**config.mk**
```make
export PLATFORM = sky130hd
export DESIGN_NAME = rslp_ctrl
export DESIGN_NICKNAME = d
export VERILOG_FILES = /design/src/rtl/rslp_pkg.sv /design/src/rtl/rslp_ctrl.sv
export SDC_FILE = /design/constraint.sdc
export NUM_CORES = 1
export LEC_CHECK = 0
export BUFFER_PORTS_ARGS = -buffer_cell sky130_fd_sc_hd__buf_4
export CORE_MARGIN = 4
export CORE_UTILIZATION = 24
export CTS_BUF_LIST = sky130_fd_sc_hd__clkbuf_16
export CTS_CLUSTER_DIAMETER = 80
export CTS_CLUSTER_SIZE = 14
export DETAILED_ROUTE_END_ITERATION = 7
export SLEW_MARGIN = 20
export SYNTH_ARGS = -nofsm -noshare
export SYNTH_HDL_FRONTEND = slang
export SYNTH_SLANG_ARGS = --single-unit
```
**constraint.sdc**
```tcl
create_clock -name ref_clk_in -period 2.9 [get_ports ref_clk_in]
set_clock_uncertainty 0.2 [all_clocks]
set_input_delay 0.435 -clock ref_clk_in [delete_from_list [all_inputs] [get_ports ref_clk_in]]
set_output_delay 0.435 -clock ref_clk_in [all_outputs]
set_load 0.02 [all_outputs]
```
**src/rtl/rslp_pkg.sv**
```systemverilog
package rslp_pkg;
	// ----------------------------------------------------------------
	// Register offsets
	// ----------------------------------------------------------------
	localparam logic [7:0] RSLP_OFF_SLEEP   = 8'h01;
	localparam logic [7:0] RSLP_OFF_CPUSEL  = 8'h08;
	localparam logic [7:0] RSLP_OFF_APBASEL = 8'h09;
	localparam logic [7:0] RSLP_OFF_APBBSEL = 8'h0a;
	localparam logic [7:0] RSLP_OFF_APBCSEL = 8'h0b;
	localparam logic [7:0] RSLP_OFF_HSMASK  = 8'h14;
	localparam logic [7:0] RSLP_OFF_PAMASK  = 8'h18;
	localparam logic [7:0] RSLP_OFF_PBMASK  = 8'h1c;
	localparam logic [7:0] RSLP_OFF_PCMASK  = 8'h20;
	localparam logic [7:0] RSLP_OFF_IENCLR  = 8'h34;
	localparam logic [7:0] RSLP_OFF_IENSET  = 8'h35;
	localparam logic [7:0] RSLP_OFF_IFLAG   = 8'h36;
	localparam logic [7:0] RSLP_OFF_RESET_CAUSE_REG  = 8'h38;
	localparam logic [7:0] RSLP_OFF_OSCCFG  = 8'h3c;
	// ----------------------------------------------------------------
	// Field layout and reset values
	// ----------------------------------------------------------------
	localparam int RSLP_CAUSE_POR  = 0;
	localparam int RSLP_CAUSE_CBOD = 1;
	localparam int RSLP_CAUSE_IBOD = 2;
	localparam int RSLP_CAUSE_EXT  = 4;
	localparam int RSLP_CAUSE_WDOG = 5;
	localparam int RSLP_CAUSE_SOFT = 6;
	localparam int RSLP_CLOCK_READY_FLAG_BIT  = 0;
	localparam logic [1:0] RSLP_IDLE_RST   = 2'h0;
	localparam logic [2:0] RSLP_DIV_RST    = 3'h0;
	localparam logic [7:0] RSLP_RESET_CAUSE_REG_RST = 8'h01;
	localparam logic [7:0] RSLP_HSMASK_RST = 8'h7f;
	localparam logic [7:0] RSLP_PAMASK_RST = 8'h7f;
	localparam logic [7:0] RSLP_PBMASK_RST = 8'h3f;
	localparam logic [7:0] RSLP_PCMASK_RST = 8'h00;
	localparam logic [7:0] RSLP_OSC_RST    = 8'h00;
	// Cycles from a prescaler write until the new setting is effective
	localparam logic [3:0] RSLP_CLOCK_READY_FLAG_CYC  = 4'h8;
	// ----------------------------------------------------------------
	// Sleep controller states
	// ----------------------------------------------------------------
	typedef enum logic [1:0] {
		RSLP_ACTIVE  = 2'b00,
		RSLP_IDLE    = 2'b01,
		RSLP_STANDBY = 2'b11
	} rslp_state_t;
endpackage : rslp_pkg

```
**src/rtl/rslp_ctrl.sv**
```systemverilog
//
// Contract
// - Keep the cause of the latest reset readable in reset_cause_reg.
// - Power resets: power-on, brown-outs; user resets: pin, watchdog, soft.
// - Real-time counter, 32k sources, locked units: power resets only.
// - Debug reset by power and pin resets; the rest by every source.
// - Low reset pin generates external reset; pin has a pull-up.
// - Detector requests from system controller; watchdog from watchdog.
// - Processor reset request bit gives a software reset.
// - Wait-for-interrupt starts sleep; level from idle field, deep-sleep.
// - Idle 0 stops cpu; 1 also high-speed bus; 2 also peripheral bus.
// - Wake sources: idle0 sync/async, idle1 pbus/async, idle2/standby async.
// - Stopped domain halts modules even when their mask bit is set.
// - Sleep-on-exit also enters sleep on return from lowest ISR.
// - Unmasked sufficient-priority interrupt ends idle; clocks restart.
// - Deep-sleep plus wait-for-interrupt enters standby; regulator, RAM low.
// - Standby: on-demand off needs run-in-standby; on needs request too.
// - Idle: on-demand off runs; on-demand on runs when requested.
// - Any enabled asynchronous interrupt wakes from standby.
// - Clock-ready sets flag; enable-set one enables, enable-clear disables.
// - Interrupt request while flag and enable both set.
// - Writing one to a flag bit clears it; zero leaves it.
// - Manager runs in idle; frozen in standby until async interrupt.
// - Clock-ready reads zero after prescaler write until it takes effect.
// - Idle field two bits: 0,1,2 select levels, 3 reserved.
//
// The placing of the registers and the plain strobed port were decided locally.
`timescale 1ns/1ps
`default_nettype none
module rslp_ctrl
	import rslp_pkg::*;
(
	input  wire logic       ref_clk_in,
	input  wire logic       rstn_in,
	input  wire logic       por_req_in,
	input  wire logic       core_brownout_in,
	input  wire logic       io_brownout_in,
	input  wire logic       reset_pin_n_in,
	input  wire logic       wdog_reset_in,
	input  wire logic       cpu_soft_reset_request_in,
	input  wire logic       wait_for_interrupt_instr_in,
	input  wire logic       isr_exit_lowest_in,
	input  wire logic       sleep_on_isr_exit_in,
	input  wire logic       deep_sleep_select_in,
	input  wire logic       irq_sync_hs_in,
	input  wire logic       irq_sync_pbus_in,
	input  wire logic       irq_async_in,
	input  wire logic [7:0] osc_request_in,
	input  wire logic [7:0] reg_addr_in,
	input  wire logic [7:0] reg_wdata_in,
	input  wire logic       reg_wr_in,
	input  wire logic       reg_rd_in,
	output logic      [7:0] reg_rdata_out,
	output logic            power_rst_n_out,
	output logic            debug_rst_n_out,
	output logic            sys_rst_n_out,
	output logic            cpu_clk_en_out,
	output logic            hs_clk_en_out,
	output logic            pbus_clk_en_out,
	output logic            main_clk_en_out,
	output logic      [7:0] hs_mod_clk_en_out,
	output logic      [7:0] pa_mod_clk_en_out,
	output logic      [7:0] osc_run_out,
	output logic            lowpower_out,
	output logic            irq_out
);
	import rslp_pkg::*;

	// ----------------------------------------------------------------
	// Reset source synchronisers
	// ----------------------------------------------------------------
	// Detectors and the pin are asynchronous; second and third agree.
	logic [5:0] s1_q, s2_q, s3_q;
	logic [5:0] src_q;
	wire  [5:0] src_raw = {cpu_soft_reset_request_in, wdog_reset_in,
		~reset_pin_n_in, io_brownout_in, core_brownout_in,
		por_req_in};
	wire  [5:0] src_agree = ~(s2_q ^ s3_q);
	wire  [5:0] src_d = (src_agree & s2_q) | (~src_agree & src_q);

	always_ff @(posedge ref_clk_in or negedge rstn_in) begin
		if (!rstn_in) begin
			s1_q  <= 6'h00;
			s2_q  <= 6'h00;
			s3_q  <= 6'h00;
			src_q <= 6'h00;
		end else begin
			s1_q  <= src_raw;
			s2_q  <= s1_q;
			s3_q  <= s2_q;
			src_q <= src_d;
		end
	end

	// ----------------------------------------------------------------
	// Reset classification and fan-out
	// ----------------------------------------------------------------
	wire power_rst = |src_q[2:0];
	wire pin_rst   = src_q[3];
	wire user_rst  = |src_q[5:3];
	wire any_rst   = power_rst | user_rst;
	// Reset outputs are registered, one cycle behind the filtered request
	always_ff @(posedge ref_clk_in or negedge rstn_in) begin
		if (!rstn_in) begin
			power_rst_n_out <= 1'b0;
			debug_rst_n_out <= 1'b0;
			sys_rst_n_out   <= 1'b0;
		end else begin
			power_rst_n_out <= ~power_rst;
			debug_rst_n_out <= ~(power_rst | pin_rst);
			sys_rst_n_out   <= ~any_rst;
		end
	end

	// Cause: priority power first, then pin, watchdog, software
	logic [7:0] cause_oh;
	always_comb begin
		cause_oh = 8'h00;
		if (src_q[0])      cause_oh[RSLP_CAUSE_POR]  = 1'b1;
		else if (src_q[1]) cause_oh[RSLP_CAUSE_CBOD] = 1'b1;
		else if (src_q[2]) cause_oh[RSLP_CAUSE_IBOD] = 1'b1;
		else if (src_q[3]) cause_oh[RSLP_CAUSE_EXT]  = 1'b1;
		else if (src_q[4]) cause_oh[RSLP_CAUSE_WDOG] = 1'b1;
		else if (src_q[5]) cause_oh[RSLP_CAUSE_SOFT] = 1'b1;
	end
	logic [7:0] reset_cause_reg_q;
	wire  [7:0] reset_cause_reg_d = any_rst ? cause_oh : reset_cause_reg_q;
	always_ff @(posedge ref_clk_in or negedge rstn_in) begin
		if (!rstn_in) reset_cause_reg_q <= RSLP_RESET_CAUSE_REG_RST;
		else          reset_cause_reg_q <= reset_cause_reg_d;
	end

	// ----------------------------------------------------------------
	// Register file (cleared by system reset, cause kept)
	// ----------------------------------------------------------------
	function automatic logic hit(input logic [7:0] a, input logic [7:0] off);
		hit = (a == off);
	endfunction : hit

	logic [1:0] idle_q;
	logic [2:0] cpudiv_q, padiv_q, pbdiv_q, pcdiv_q;
	logic [7:0] hsmask_q, pamask_q, pbmask_q, pcmask_q, osccfg_q;
	logic       ien_q, iflag_q, clock_ready_flag_q;
	logic [3:0] ckcnt_q;
	wire wr = reg_wr_in;
	wire w_sleep  = wr & hit(reg_addr_in, RSLP_OFF_SLEEP);
	wire w_cpu    = wr & hit(reg_addr_in, RSLP_OFF_CPUSEL);
	wire w_pa     = wr & hit(reg_addr_in, RSLP_OFF_APBASEL);
	wire w_pb     = wr & hit(reg_addr_in, RSLP_OFF_APBBSEL);
	wire w_pc     = wr & hit(reg_addr_in, RSLP_OFF_APBCSEL);
	wire w_hsm    = wr & hit(reg_addr_in, RSLP_OFF_HSMASK);
	wire w_pam    = wr & hit(reg_addr_in, RSLP_OFF_PAMASK);
	wire w_pbm    = wr & hit(reg_addr_in, RSLP_OFF_PBMASK);
	wire w_pcm    = wr & hit(reg_addr_in, RSLP_OFF_PCMASK);
	wire w_iclr   = wr & hit(reg_addr_in, RSLP_OFF_IENCLR);
	wire w_iset   = wr & hit(reg_addr_in, RSLP_OFF_IENSET);
	wire w_iflag  = wr & hit(reg_addr_in, RSLP_OFF_IFLAG);
	wire w_osc    = wr & hit(reg_addr_in, RSLP_OFF_OSCCFG);
	wire w_presc  = w_cpu | w_pa | w_pb | w_pc;
	wire ck_b     = reg_wdata_in[RSLP_CLOCK_READY_FLAG_BIT];

	always_ff @(posedge ref_clk_in or negedge rstn_in) begin
		if (!rstn_in) begin
			idle_q   <= RSLP_IDLE_RST;
			cpudiv_q <= RSLP_DIV_RST;
			padiv_q  <= RSLP_DIV_RST;
			pbdiv_q  <= RSLP_DIV_RST;
			pcdiv_q  <= RSLP_DIV_RST;
			hsmask_q <= RSLP_HSMASK_RST;
			pamask_q <= RSLP_PAMASK_RST;
			pbmask_q <= RSLP_PBMASK_RST;
			pcmask_q <= RSLP_PCMASK_RST;
			osccfg_q <= RSLP_OSC_RST;
		end else if (any_rst) begin
			idle_q   <= RSLP_IDLE_RST;
			cpudiv_q <= RSLP_DIV_RST;
			padiv_q  <= RSLP_DIV_RST;
			pbdiv_q  <= RSLP_DIV_RST;
			pcdiv_q  <= RSLP_DIV_RST;
			hsmask_q <= RSLP_HSMASK_RST;
			pamask_q <= RSLP_PAMASK_RST;
			pbmask_q <= RSLP_PBMASK_RST;
			pcmask_q <= RSLP_PCMASK_RST;
			osccfg_q <= RSLP_OSC_RST;
		end else begin
			if (w_sleep) idle_q   <= reg_wdata_in[1:0];
			if (w_cpu)   cpudiv_q <= reg_wdata_in[2:0];
			if (w_pa)    padiv_q  <= reg_wdata_in[2:0];
			if (w_pb)    pbdiv_q  <= reg_wdata_in[2:0];
			if (w_pc)    pcdiv_q  <= reg_wdata_in[2:0];
			if (w_hsm)   hsmask_q <= reg_wdata_in;
			if (w_pam)   pamask_q <= reg_wdata_in;
			if (w_pbm)   pbmask_q <= reg_wdata_in;
			if (w_pcm)   pcmask_q <= reg_wdata_in;
			if (w_osc)   osccfg_q <= reg_wdata_in;
		end
	end

	// ----------------------------------------------------------------
	// Clock-ready flag and interrupt
	// ----------------------------------------------------------------
	wire ck_event = (ckcnt_q == 4'h1); // Setting takes effect
	wire ien_d   = w_iset & ck_b ? 1'b1 :
		(w_iclr & ck_b ? 1'b0 : ien_q);
	// Set wins over a simultaneous clear
	wire iflag_d = ck_event | (iflag_q & ~(w_iflag & ck_b));
	wire [3:0] ckcnt_d = w_presc ? RSLP_CLOCK_READY_FLAG_CYC :
		(ckcnt_q != 4'h0 ? ckcnt_q - 4'h1 : 4'h0);
	always_ff @(posedge ref_clk_in or negedge rstn_in) begin
		if (!rstn_in) begin
			ien_q   <= 1'b0;
			iflag_q <= 1'b0;
			ckcnt_q <= 4'h0;
			clock_ready_flag_q <= 1'b1;
		end else if (any_rst) begin
			ien_q   <= 1'b0;
			iflag_q <= 1'b0;
			ckcnt_q <= 4'h0;
			clock_ready_flag_q <= 1'b1;
		end else begin
			ien_q   <= ien_d;
			iflag_q <= iflag_d;
			ckcnt_q <= ckcnt_d;
			clock_ready_flag_q <= ~w_presc & (ckcnt_d == 4'h0);
		end
	end
	// Flag reads the live ready level so it is zero during the change
	wire flag_rd = iflag_q & clock_ready_flag_q;

	always_ff @(posedge ref_clk_in or negedge rstn_in) begin
		if (!rstn_in) irq_out <= 1'b0;
		else          irq_out <= iflag_d & ien_d & ~any_rst;
	end

	// ----------------------------------------------------------------
	// Sleep controller
	// ----------------------------------------------------------------
	rslp_state_t st_q, st_d;
	logic [1:0]  lvl_q;
	wire sleep_go = wait_for_interrupt_instr_in |
		(sleep_on_isr_exit_in & isr_exit_lowest_in);
	// Reserved level 3 is treated as the deepest idle level
	wire [1:0] lvl_sel = (idle_q == 2'h3) ? 2'h2 : idle_q;
	wire wake_idle = irq_async_in |
		(irq_sync_pbus_in & (lvl_q != 2'h2)) |
		(irq_sync_hs_in & (lvl_q == 2'h0));

	always_comb begin
		st_d = st_q;
		case (st_q)
			RSLP_ACTIVE: begin
				if (sleep_go)
					st_d = deep_sleep_select_in ?
						RSLP_STANDBY : RSLP_IDLE;
			end
			RSLP_IDLE: begin
				if (wake_idle) st_d = RSLP_ACTIVE;
			end
			RSLP_STANDBY: begin
				// Frozen except for the asynchronous wake path
				if (irq_async_in) st_d = RSLP_ACTIVE;
			end
			default: st_d = RSLP_ACTIVE;
		endcase
	end
	wire [1:0] lvl_d = (st_q == RSLP_ACTIVE && sleep_go) ? lvl_sel : lvl_q;

	always_ff @(posedge ref_clk_in or negedge rstn_in) begin
		if (!rstn_in) begin
			st_q  <= RSLP_ACTIVE;
			lvl_q <= 2'h0;
		end else if (any_rst) begin
			st_q  <= RSLP_ACTIVE;
			lvl_q <= 2'h0;
		end else begin
			st_q  <= st_d;
			lvl_q <= lvl_d;
		end
	end

	// ----------------------------------------------------------------
	// Clock gating and oscillator control
	// ----------------------------------------------------------------
	wire nx_act  = (st_d == RSLP_ACTIVE);
	wire nx_stby = (st_d == RSLP_STANDBY);
	wire nx_idle = (st_d == RSLP_IDLE);
	wire cpu_en  = nx_act;
	wire hs_en   = nx_act | (nx_idle & lvl_d == 2'h0);
	wire pb_en   = nx_act | (nx_idle & lvl_d != 2'h2);
	// Low nibble: on-demand per osc; high nibble: run-in-standby per osc
	wire [3:0] od  = osccfg_q[3:0];
	wire [3:0] rs  = osccfg_q[7:4];
	wire [3:0] req = osc_request_in[3:0];
	wire [3:0] osc_idle = ~od | req;
	wire [3:0] osc_stby = rs & (~od | req);

	always_ff @(posedge ref_clk_in or negedge rstn_in) begin
		if (!rstn_in) begin
			cpu_clk_en_out    <= 1'b1;
			hs_clk_en_out     <= 1'b1;
			pbus_clk_en_out   <= 1'b1;
			main_clk_en_out   <= 1'b1;
			hs_mod_clk_en_out <= RSLP_HSMASK_RST;
			pa_mod_clk_en_out <= RSLP_PAMASK_RST;
			osc_run_out       <= 8'h0f;
			lowpower_out      <= 1'b0;
		end else begin
			cpu_clk_en_out    <= cpu_en;
			hs_clk_en_out     <= hs_en;
			pbus_clk_en_out   <= pb_en;
			main_clk_en_out   <= ~nx_stby;
			hs_mod_clk_en_out <= hsmask_q & {8{hs_en}};
			pa_mod_clk_en_out <= pamask_q & {8{pb_en}};
			osc_run_out       <= {4'h0, nx_stby ? osc_stby : osc_idle};
			lowpower_out      <= nx_stby;
		end
	end

	// ----------------------------------------------------------------
	// Read path
	// ----------------------------------------------------------------
	logic [7:0] rd_mux;
	always_comb begin
		case (reg_addr_in)
			RSLP_OFF_SLEEP:   rd_mux = {6'h00, idle_q};
			RSLP_OFF_CPUSEL:  rd_mux = {5'h00, cpudiv_q};
			RSLP_OFF_APBASEL: rd_mux = {5'h00, padiv_q};
			RSLP_OFF_APBBSEL: rd_mux = {5'h00, pbdiv_q};
			RSLP_OFF_APBCSEL: rd_mux = {5'h00, pcdiv_q};
			RSLP_OFF_HSMASK:  rd_mux = hsmask_q;
			RSLP_OFF_PAMASK:  rd_mux = pamask_q;
			RSLP_OFF_PBMASK:  rd_mux = pbmask_q;
			RSLP_OFF_PCMASK:  rd_mux = pcmask_q;
			RSLP_OFF_IENCLR:  rd_mux = {7'h00, ien_q};
			RSLP_OFF_IENSET:  rd_mux = {7'h00, ien_q};
			RSLP_OFF_IFLAG:   rd_mux = {7'h00, flag_rd};
			RSLP_OFF_RESET_CAUSE_REG:  rd_mux = reset_cause_reg_q;
			RSLP_OFF_OSCCFG:  rd_mux = osccfg_q;
			default:          rd_mux = 8'h00;
		endcase
	end
	always_ff @(posedge ref_clk_in or negedge rstn_in) begin
		if (!rstn_in)       reg_rdata_out <= 8'h00;
		else if (reg_rd_in) reg_rdata_out <= rd_mux;
		else                reg_rdata_out <= 8'h00;
	end
endmodule : rslp_ctrl
`default_nettype wire

```
==> impl_metrics.py, run 1 <==
metrics = {
    "floorplanning": {
        "chipHeight_microns": 161,
        "rows": 55,
        "placeableCoreArea_sq_um": 22800,
        "die_area_sq_um": 25900,
        "io_pins": 82,
        "chipWidth_microns": 161,
        "initial_standard_cell_utilization_of_the_core_pct": 24.6,
    },
    "logic_synthesis": {
        "netlist-cell-type-count": 56,
        "synth_top_area_cell": "dfrtp_1",
        "post_synth_most_frequent_cells": "dfrtp_1 (88), nand2_1 (62), nand3_1 (51)",
        "async_set_or_reset_register_ratio_after_synthesis_pct": 100,
        "number_of_warnings_printed_during_yosys_synthesis": 0,
        "postSynthCellCount": 523,
        "ys.flop_type": "dfrtp_1",
        "post-synth-top-area-fraction_pct": 39.2,
        "synthesis.area_sq_um": 5620,
        "postSynthRegisterBits": 132,
        "synth_top_cells_by_area": "dfrtp_1 (39%), dfstp_2 (21%), nand3_1 (4.5%)",
        "synth-edff-count": 0,
        "syn_area_per_cell_sq_um": 10.8,
        "yosysMostFrequentCell": "dfrtp_1",
        "ys_seq_area_share_pct": 59.7,
    },
    "timing": {
        "max_freq_mhz": 447,
        "unrepaired_setup_endpoints_after_global_routing": "false",
        "drv_slew": 0,
        "final_number_of_hold_violating_endpoints": 0,
        "layout_min_cycle_time_ns": 2.24,
        "setup_viol_count_final": 0,
        "timing.setup.tns_ns": 0,
        "whs_ns": 0.0215,
        "max_slew_margin_pct": 49.8,
        "timing_worst_slew_pin_value_ns": 0.742,
        "finalCritPeriodShare_pct": 77.1,
    },
    "power": {
        "total_leakage_power_nw": 3.17,
        "power-per-cell-area_nw_per_um2": 629,
        "vdd.ir_drop.worst_uv": 345,
        "share_seq_of_total_power_pct": 42.8,
        "fin_total_pwr_w": 0.00455,
        "net-switching-power_w": 0.00108,
        "p_comb_share_pct": 7.5,
        "clock_power_share_pct": 49.6,
        "cell_internal_pwr_w": 0.00347,
        "p_sw_share_pct": 23.8,
    },
    "layout": {
        "drive_gt1_share_pct": 29.2,
        "fin_nets": 648,
        "fillCellCount": 2352,
        "flow.area_growth_from_synthesis_pct": 28.7,
        "layout.cells.non_filler": 933,
        "diode_count": 0,
    },
    "route": {
        "route.vias.total": 4177,
        "drt_iter0_drc": 383,
        "detail_route.wirelength_microns": 14700,
        "drt_pre_antenna_iters": 5,
        "ant_nets": 0,
        "post-route-drc-count": 0,
        "vias_per_cell": 4.48,
        "route.detailed.wl_per_inst_microns": 15.7,
    },
    "grt": {
        "largest_net_degree_at_the_start_of_global_routing": 56,
        "gr-total-overflow": 0,
        "global_route_wire_length_before_repair_microns": 24300,
        "track_usage_pct": 11.9,
        "vias_in_the_first_global_route": 4214,
        "grt_antenna_before_repair": 0,
    },
    "clock_tree": {
        "clock_tree_from_tritoncts": "built",
        "post-cts-setup-buffer-count": 0,
        "clkLatencyLatePin_ns": 0.42,
        "cts_resized": 0,
        "clock_slew_at_reported_path_ffs_ns": 0.06,
        "ctsLongestPathBuffers": 2,
        "numCtsBuffers": 17,
        "clkSinkCount": 132,
        "root_cell_of_the_clock_tree": "clkbuf_16",
        "cts_max_level": 4,
    },
    "worst_setup_path": {
        "critical_path.startpoint_type": "flop",
        "r2r_setup_slack_ns": 0.66,
        "cp.arrival_ns": 2.35,
        "reg2regPathDepth": 4,
        "critPathKind": "flop to flop",
        "critical_path_peak_fanout": 24,
        "worstReg2RegEnd": "irq_out",
        "crit_required_ns": 3.01,
        "worstSetupEndpointType": "flop",
    },
    "placed_design": {
        "hpwlAfterDp_microns": 10000,
        "io_buffer_count": 73,
        "gp_congestion": 0.851,
        "placed_cells_incl_taps": 893,
    },
    "run_status": {
        "status": "finished, final reports clean",
    },
    "flow_run": {
        "timing.max_cap.violations": 0,
    },
    "hold_path": {
        "min_path_type": "input port to flop",
        "holdPathStages": 3,
        "hold_path_startpoint": "osc_request_in[0]",
        "worst_hold_path.endpoint": "osc_run_out[0]",
    },
}
==> sequential cells by signal, summed over array words and instances (netlist names), 3 cells and up, named ones only <==
signal             flops
ckcnt_q                4
pamask_q               8
osccfg_q               8
s3_q                   6
pcmask_q               8
s1_q                   6
cpudiv_q               3
pcdiv_q                3
reg_rdata_out          8
s2_q                   6
osc_run_out            4
pbdiv_q                3
padiv_q                3
hs_mod_clk_en_out      8
hsmask_q               8
pbmask_q               8
pa_mod_clk_en_out      8
reset_cause_reg_q      6
==> layout by cell type, fill, tap and decap left out, types with 5 or more instances in the layout <==
master	count
o21ai_0	5
nor2b_1	12
dfrtp_1	88
nor3_1	10
nand2_1	62
clkbuf_16	18
dfstp_2	44
nor2_1	36
maj3_1	7
nand3b_1	5
a22o_1	6
a22oi_1	9
and2_1	10
dlygate4sd3_1	8
inv_1	16
mux2i_1	17
a21oi_1	45
buf_4	88
a222oi_1	5
nand3_1	51
o21ai_1	5
==> final cells by class <==
cell class	instances	area (sq um)	area share, %
multi-input cells	343	2040	28.2
repair buffers	97	761	10.5
clock buffers	18	450	6.23
flip-flops and latches	132	3360	46.4
inverters	16	61.3	0.847
clock inverters	14	170	2.35
well taps	313	392	5.41
==> per-layer routing <==
metal / GRT usage, % / part of all wire, % / up-vias
li1: - / - / 1994
met1: 16.6 / 46 / 2050
met2: 18.2 / 47 / 125
met3: 3.42 / 6.2 / 8
met4: 2.95 / 0.72 / 0
met5: 0 / 0 / -
==> cell families after synthesis <==
group | count (synthesis) | synth area share [%]
simple gates | 215 | 19.7
other cells | 1 | 0.0667
buf+inv | 51 | 4.16
compound gates | 94 | 10.7
xor+xnor | 1 | 0.156
mux | 22 | 4.23
fa+ha+maj | 7 | 1.25
flops | 132 | 59.7
==> what timing repair did <==
action / 4_1_cts / 5_1_grt
endpoints found under the hold margin: 29 / 1
hold buffers: 7 / 1
setup endpoints to repair: 0 / 0
==> per-stage QoR <==
step / util (%) / setup slack (ns) / area, sq um
3_5_place_dp: 28.6 / 0.543 / 6530
6_report: 31.7 / 0.663 / 7230
5_1_grt: 31.7 / 0.431 / 7230
4_1_cts: 31.6 / 0.573 / 7220
2_1_floorplan: - / 0.834 / 5630
3_3_place_gp: 28.6 / 0.551 / 6530
==> worst max path at each step <==
| stage | slack, ns | endpoint | depth (start not counted) | startpoint |
|---|---|---|---|---|
| final | 0.66 | irq_out | 4 | flop |
| after global routing | 0.43 | irq_out | 4 | flop |
| after floorplan | 0.83 | pcdiv_q[0] | 6 | reg_addr_in[3] |
| after global placement | 0.55 | pcdiv_q[1] | 6 | reg_addr_in[3] |
| after detailed placement | 0.54 | pcdiv_q[0] | 6 | reg_addr_in[3] |
| after CTS | 0.57 | irq_out | 4 | flop |
==> power by group through the flow <==
stage	clock network [W]	logic [W]	registers, W
floorplan	0	0.000124	0.00202
detailed placement	0	0.000340	0.00198
global placement	0	0.000338	0.00198
CTS	0.00232	0.000348	0.00195
finish	0.00226	0.000343	0.00195
global route	0.00239	0.000377	0.00196
==> critical path, stage by stage (launching register included) <==
cell     delay [ns]
dfrtp_1        0.40
or3_1          0.45
or4_1          0.51
buf_4          0.26
nor3_1         0.30
Note: power is estimated with default switching activity, not from simulation.
==> run 2, diff against run 1 <==
--- a/config.mk
+++ b/config.mk
@@ -5,6 +5,7 @@
 export SDC_FILE = /design/constraint.sdc
 export NUM_CORES = 1
 export LEC_CHECK = 0
+export ABC_AREA = 1
 export BUFFER_PORTS_ARGS = -buffer_cell sky130_fd_sc_hd__buf_4
 export CORE_MARGIN = 4
 export CORE_UTILIZATION = 24
==> constraint.sdc (replaced) <==
create_clock -name ref_clk_in -period 2.05 [get_ports ref_clk_in]
set_clock_uncertainty 0.2 [all_clocks]
set_input_delay 0.3075 -clock ref_clk_in [delete_from_list [all_inputs] [get_ports ref_clk_in]]
set_output_delay 0.3075 -clock ref_clk_in [all_outputs]
set_load 0.02 [all_outputs]
==> run 2 against run 1 <==
  * Clock-buffer cell count down 1
  * Worst setup slack worse by 0.46 ns
  * Critical path type unchanged
  * Area after synthesis up 0.80%
  * First-iteration DRC count down 32%
  * Global-route usage down 0.24 points
  * Via count up 6.3%
  * Clock power up 40%
  * Highest routed layer unchanged
  * Final cell count up 15%
  * Cell area up 3.7%
  * Critical endpoint is now ckcnt_q[1]
  * Sequential power up 44%
  * Combinational power up 59%
==> impl_metrics.py, run 2 <==
metrics = {
    "layout": {
        "fin_nets": 786,
        "drive_gt1_share_pct": 26.8,
        "flow.area_growth_from_synthesis_pct": 32.4,
        "layout.cells.non_filler": 1071,
        "final_common_cell": "nand2_1",
        "final_util_pct": 32.7,
        "diode_count": 0,
        "layout.cells.most_common_list": "nand2_1 (142), buf_4 (96), nor2_1 (90)",
    },
    "floorplanning": {
        "die_area_sq_um": 26100,
        "io_pins": 82,
        "placeableCoreArea_sq_um": 22900,
        "chipHeight_microns": 162,
        "rows": 55,
        "initial_standard_cell_utilization_of_the_core_pct": 24.7,
        "chipWidth_microns": 162,
    },
    "flow_run": {
        "timing.max_cap.violations": 0,
    },
    "clock_tree": {
        "clock_slew_at_reported_path_ffs_ns": 0.06,
        "root_cell_of_the_clock_tree": "clkbuf_16",
        "numCtsBuffers": 17,
        "clkLatencyLatePin_ns": 0.42,
        "clkSinkCount": 132,
        "cts_max_level": 4,
        "ctsLongestPathBuffers": 2,
        "clock_tree_from_tritoncts": "built",
        "post-cts-setup-buffer-count": 0,
    },
    "route": {
        "post-route-drc-count": 0,
        "drt_iter0_drc": 260,
        "drt_pre_antenna_iters": 5,
        "detail_route.wirelength_microns": 14600,
        "route.vias.total": 4442,
        "route.detailed.wl_per_inst_microns": 13.6,
        "vias_per_cell": 4.15,
        "ant_nets": 0,
    },
    "timing": {
        "final_number_of_hold_violating_endpoints": 0,
        "setup_viol_count_final": 0,
        "drv_slew": 0,
        "layout_min_cycle_time_ns": 1.85,
        "max_freq_mhz": 542,
        "timing.setup.tns_ns": 0,
        "unrepaired_setup_endpoints_after_global_routing": "false",
        "finalCritPeriodShare_pct": 90.0,
    },
    "logic_synthesis": {
        "postSynthCellCount": 626,
        "yosysMostFrequentCell": "nand2_1",
        "async_set_or_reset_register_ratio_after_synthesis_pct": 100,
        "synth-edff-count": 0,
        "post-synth-top-area-fraction_pct": 38.9,
        "synth_top_cells_by_area": "dfrtp_1 (39%), dfstp_2 (20%), nand2_1 (9.4%)",
        "synth_top_area_cell": "dfrtp_1",
        "syn_area_per_cell_sq_um": 9.05,
        "number_of_warnings_printed_during_yosys_synthesis": 0,
        "ys.flop_type": "dfrtp_1",
        "post_synth_most_frequent_cells": "nand2_1 (142), nor2_1 (90), dfrtp_1 (88)",
        "synthesis.area_sq_um": 5670,
        "netlist-cell-type-count": 37,
        "postSynthRegisterBits": 132,
        "ys_seq_area_share_pct": 59.2,
    },
    "grt": {
        "global_route_wire_length_before_repair_microns": 23600,
        "grt_antenna_before_repair": 0,
        "vias_in_the_first_global_route": 4496,
        "largest_net_degree_at_the_start_of_global_routing": 45,
        "track_usage_pct": 11.6,
        "gr-total-overflow": 0,
    },
    "run_status": {
        "status": "finished, final reports clean",
    },
    "power": {
        "power-per-cell-area_nw_per_um2": 868,
        "vdd.ir_drop.worst_uv": 606,
        "fin_total_pwr_w": 0.00652,
        "total_leakage_power_nw": 3.72,
    },
    "hold_path": {
        "min_path_type": "input port to flop",
    },
    "worst_setup_path": {
        "critical_path_peak_fanout": 24,
        "cp-endpoint": "ckcnt_q[1]",
        "worstSetupEndpointType": "flop",
        "cp.arrival_ns": 1.99,
        "r2r_setup_slack_ns": 0.20,
        "critical_path.startpoint_type": "flop",
        "worstReg2RegEnd": "ckcnt_q[1]",
        "crit_required_ns": 2.19,
        "reg2regPathDepth": 8,
        "critPathKind": "flop to flop",
    },
    "placed_design": {
        "placed_cells_incl_taps": 1027,
        "gp_congestion": 0.929,
        "io_buffer_count": 73,
        "hpwlAfterDp_microns": 10800,
    },
}
[run 2: worst min-delay path by stage]
stage,start,to,slack (ns),cells past startpoint
after floorplan,rstn_in,async pin,-0.19,0
after global placement,rstn_in,s1_q[5],0.08,1
after detailed placement,rstn_in,s1_q[5],0.08,1
after CTS,reg_wdata_in[6],hsmask_q[6],0.01,5
after global routing,reg_wdata_in[6],pbmask_q[6],0.03,3
final,reg_wdata_in[6],hsmask_q[6],0.02,5
[run 2: per-layer routing]
metal	GRT usage [%]	part of all wire [%]	up-vias
met2	17.9	46	121
li1	-	-	2213
met1	15.7	48	2093
met5	0	0	-
met4	3.46	1.1	0
met3	3.73	5.2	15
[run 2: timing repair]
item | in CTS | in global routing
hold buffers | 12 | 0
hold endpoints to repair | 76 | 0
setup endpoints to repair | 0 | 6
gates resized for setup | 0 | 3
[run 2: final cells by class]
cell class | count | area (sq um)
repair buffers | 112 | 921
multi-input cells | 404 | 1910
inverters | 78 | 305
clock inverters | 15 | 194
fillers | 2353 | 15400
well taps | 313 | 392
clock buffers | 17 | 425
flip-flops and latches | 132 | 3360
[run 2: logic make-up (layout without fill, tap and decap cells)]
family | count (synthesis) | in the layout | synth area share [%]
other cells | 1 | 4 | 0.0662
buf+inv | 93 | 222 | 7.35
compound gates | 78 | 78 | 7.68
fa+ha+maj | 6 | 6 | 1.06
simple gates | 315 | 315 | 24.4
flops | 132 | 132 | 59.2
xor+xnor | 1 | 1 | 0.155
[run 2: where the power goes]
part | total (W) | internal, W | switching [W]
combinational | 0.000545 | 0.000213 | 0.000333
clock | 0.00317 | 0.00195 | 0.00122
sequential | 0.00281 | 0.00275 | 0.0000519
total | 0.00652 | 0.00491 | 0.00160
[run 2: stage by stage]
step	setup WS [ns]	hold slack, ns	cell area (sq um)
2_1_floorplan	0.405	-0.188	5680
3_3_place_gp	0.162	0.0792	6750
3_5_place_dp	0.109	0.0762	6750
4_1_cts	0.0904	0.0104	7490
5_1_grt	0.0209	0.0313	7500
6_report	0.205	0.0224	7500
[run 2: critical path: stages, from the launching register on]
cell	delay (ns)
dfrtp_1	0.42
nor3_4	0.21
nand2_2	0.11
nor2_4	0.12
nand2_4	0.14
clkinv_8	0.16
buf_4	0.15
nand3_2	0.08
a21oi_1	0.16
==> run 3, diff against run 2 <==
--- a/config.mk
+++ b/config.mk
@@ -13,6 +13,7 @@
 export CTS_CLUSTER_DIAMETER = 80
 export CTS_CLUSTER_SIZE = 14
 export DETAILED_ROUTE_END_ITERATION = 7
+export REMOVE_ABC_BUFFERS = 1
 export SLEW_MARGIN = 20
 export SYNTH_ARGS = -nofsm -noshare
 export SYNTH_HDL_FRONTEND = slang
==> run 3 against run 2 <==
  * Worst setup slack worse by 0.15 ns
  * Clock-buffer cell count did not move
  * Flip-flop and latch count did not move
  * Die area stayed put
  * Via count shrank 1.6%
  * Sequential share of layout area rose by 0.48 points
  * First-iteration DRC count increased by 2.3%
  * Global-route usage grew 0.12 points
  * Highest routed layer unchanged
==> impl_metrics.py, run 3 (synthesis gave the netlist of run 2 again) <==
metrics = {
    "floorplanning": {
        "chipHeight_microns": 162,
        "placeableCoreArea_sq_um": 22900,
        "die_area_sq_um": 26100,
        "rows": 55,
        "initial_standard_cell_utilization_of_the_core_pct": 24.7,
        "chipWidth_microns": 162,
        "io_pins": 82,
    },
    "clock_tree": {
        "clock_slew_at_reported_path_ffs_ns": 0.06,
        "clkLatencyLatePin_ns": 0.42,
        "cts_max_level": 4,
        "clock_tree_from_tritoncts": "built",
        "ctsLongestPathBuffers": 2,
        "root_cell_of_the_clock_tree": "clkbuf_16",
        "post-cts-setup-buffer-count": 0,
        "numCtsBuffers": 17,
        "clkSinkCount": 132,
    },
    "hold_path": {
        "min_path_type": "input port to flop",
    },
    "grt": {
        "global_route_wire_length_before_repair_microns": 24000,
        "gr-total-overflow": 0,
        "grt_antenna_before_repair": 0,
        "track_usage_pct": 11.7,
        "largest_net_degree_at_the_start_of_global_routing": 35,
        "vias_in_the_first_global_route": 4537,
    },
    "route": {
        "drt_iter0_drc": 266,
        "vias_per_cell": 4.12,
        "route.vias.total": 4373,
        "post-route-drc-count": 0,
        "detail_route.wirelength_microns": 14500,
        "ant_nets": 0,
        "drt_pre_antenna_iters": 4,
        "route.detailed.wl_per_inst_microns": 13.7,
    },
    "timing": {
        "setup_viol_count_final": 0,
        "final_number_of_hold_violating_endpoints": 0,
        "whs_ns": 0.0167,
        "finalCritPeriodShare_pct": 97.4,
        "final_critical_path_setup_slack_ns": 0.0535,
        "unrepaired_setup_endpoints_after_global_routing": "true",
        "timing_worst_slew_pin_value_ns": 0.527,
        "drv_slew": 0,
        "layout_min_cycle_time_ns": 2.00,
        "max_freq_mhz": 501,
        "max_slew_margin_pct": 64.8,
    },
    "worst_setup_path": {
        "critical_path_peak_fanout": 13,
        "cp.arrival_ns": 2.08,
        "critical_path.startpoint_type": "flop",
        "critPathSlowestCell": "nor2_2",
        "path_cells": "nor3_4 > nand2_2 > nor2_4 > nand2_4 > nor2_2 > o21ai_1",
        "critPathKind": "flop to flop",
        "worstSetupEndpointType": "flop",
        "r2r_setup_slack_ns": 0.05,
        "worst_path_largest_cell_delay_ns": 0.44,
        "crit_required_ns": 2.13,
    },
    "power": {
        "total_leakage_power_nw": 3.66,
        "vdd.ir_drop.worst_uv": 502,
        "power-per-cell-area_nw_per_um2": 870,
    },
    "layout": {
        "final_util_pct": 32.4,
        "drive_gt1_share_pct": 26.3,
        "layout.cells.most_common_list": "nand2_1 (142), nor2_1 (89), dfrtp_1 (88)",
        "flow.area_growth_from_synthesis_pct": 31.0,
        "register_area_sq_um": 3360,
        "multi_input_area_sq_um": 1910,
        "final_common_cell": "nand2_1",
        "diode_count": 0,
        "fin_nets": 777,
        "fillCellCount": 2380,
    },
    "run_status": {
        "status": "finished, final reports clean",
    },
    "placed_design": {
        "gp_congestion": 0.837,
        "hpwlAfterDp_microns": 10700,
        "pre_cts_slack_ns": 0.0126,
        "io_buffer_count": 73,
    },
    "flow_run": {
        "timing.max_cap.violations": 0,
    },
}
==> run 3: changes by cell type in the layout (fill, tap and decap cells not counted), sizes merged <==
cell / change
inv: +3
buf: -9
bufinv: -1
clkinv: -2
==> run 3: per-layer routing <==
layer  wire length [microns]  share of wire, %  track usage (%)
met2                    6640                46             18.0
met5                       0                 0                0
met1                    6910                48             16.0
met3                     743               5.1             3.04
met4                     225               1.6             4.42
==> run 3: worst max-delay path, delay by kind of cell (launching register included) <==
family          cells  cell delay, ns
compound gates      1            0.14
simple gates        5            1.09
flops               1            0.42
==> run 3: final timing paths <==
| check | start | end | cells after the start |
|---|---|---|---|
| min in group asynchronous | rstn_in | reset_cause_reg_q[5] | 2 |
| min reg2reg | s1_q[2] | s2_q[2] | 0 |
| max | flop | pcmask_q[7] | 6 |
| max reg2reg | flop | pcmask_q[7] | 6 |
| min | reg_wdata_in[6] | hsmask_q[6] | 5 |
| max in group asynchronous | rstn_in | hsmask_q[0] | 3 |
==> run 3: power by group <==
| group | internal, W | leakage, nW | switching, W | total (W) |
|---|---|---|---|---|
| Combinational | 0.000204 | 1.73 | 0.000330 | 0.000533 |
| Clock | 0.00185 | 0.299 | 0.00127 | 0.00312 |
| Sequential | 0.00275 | 1.63 | 0.0000547 | 0.00281 |
| Total | 0.00481 | 3.66 | 0.00165 | 0.00646 |
==> run 3: stage by stage <==
step / instances / setup TNS, ns / total power (W) / instance area, sq um
5_1_grt: 1062 / -1.24 / 0.00671 / 7420
3_3_place_gp: 1018 / 0 / 0.00337 / 6690
2_1_floorplan: 614 / 0 / 0.00307 / 5560
4_1_cts: 1062 / 0 / 0.00654 / 7420
3_5_place_dp: 1018 / 0 / 0.00338 / 6690
6_report: 1062 / 0 / 0.00646 / 7420
==> run 3: cell type report <==
cell class	instances	share of cell area (%)
clock inverters	15	2.49
repair buffers	103	11.5
well taps	313	5.27
multi-input cells	404	25.7
inverters	78	4.04
flip-flops and latches	132	45.2
clock buffers	17	5.73
==> run 3: what timing repair did <==
item | 4_1_cts | 5_1_grt
hold buffers | 12 | 0
endpoints found under the setup margin | 0 | 54
resized for setup | 0 | 5
hold endpoints to repair | 36 | 0
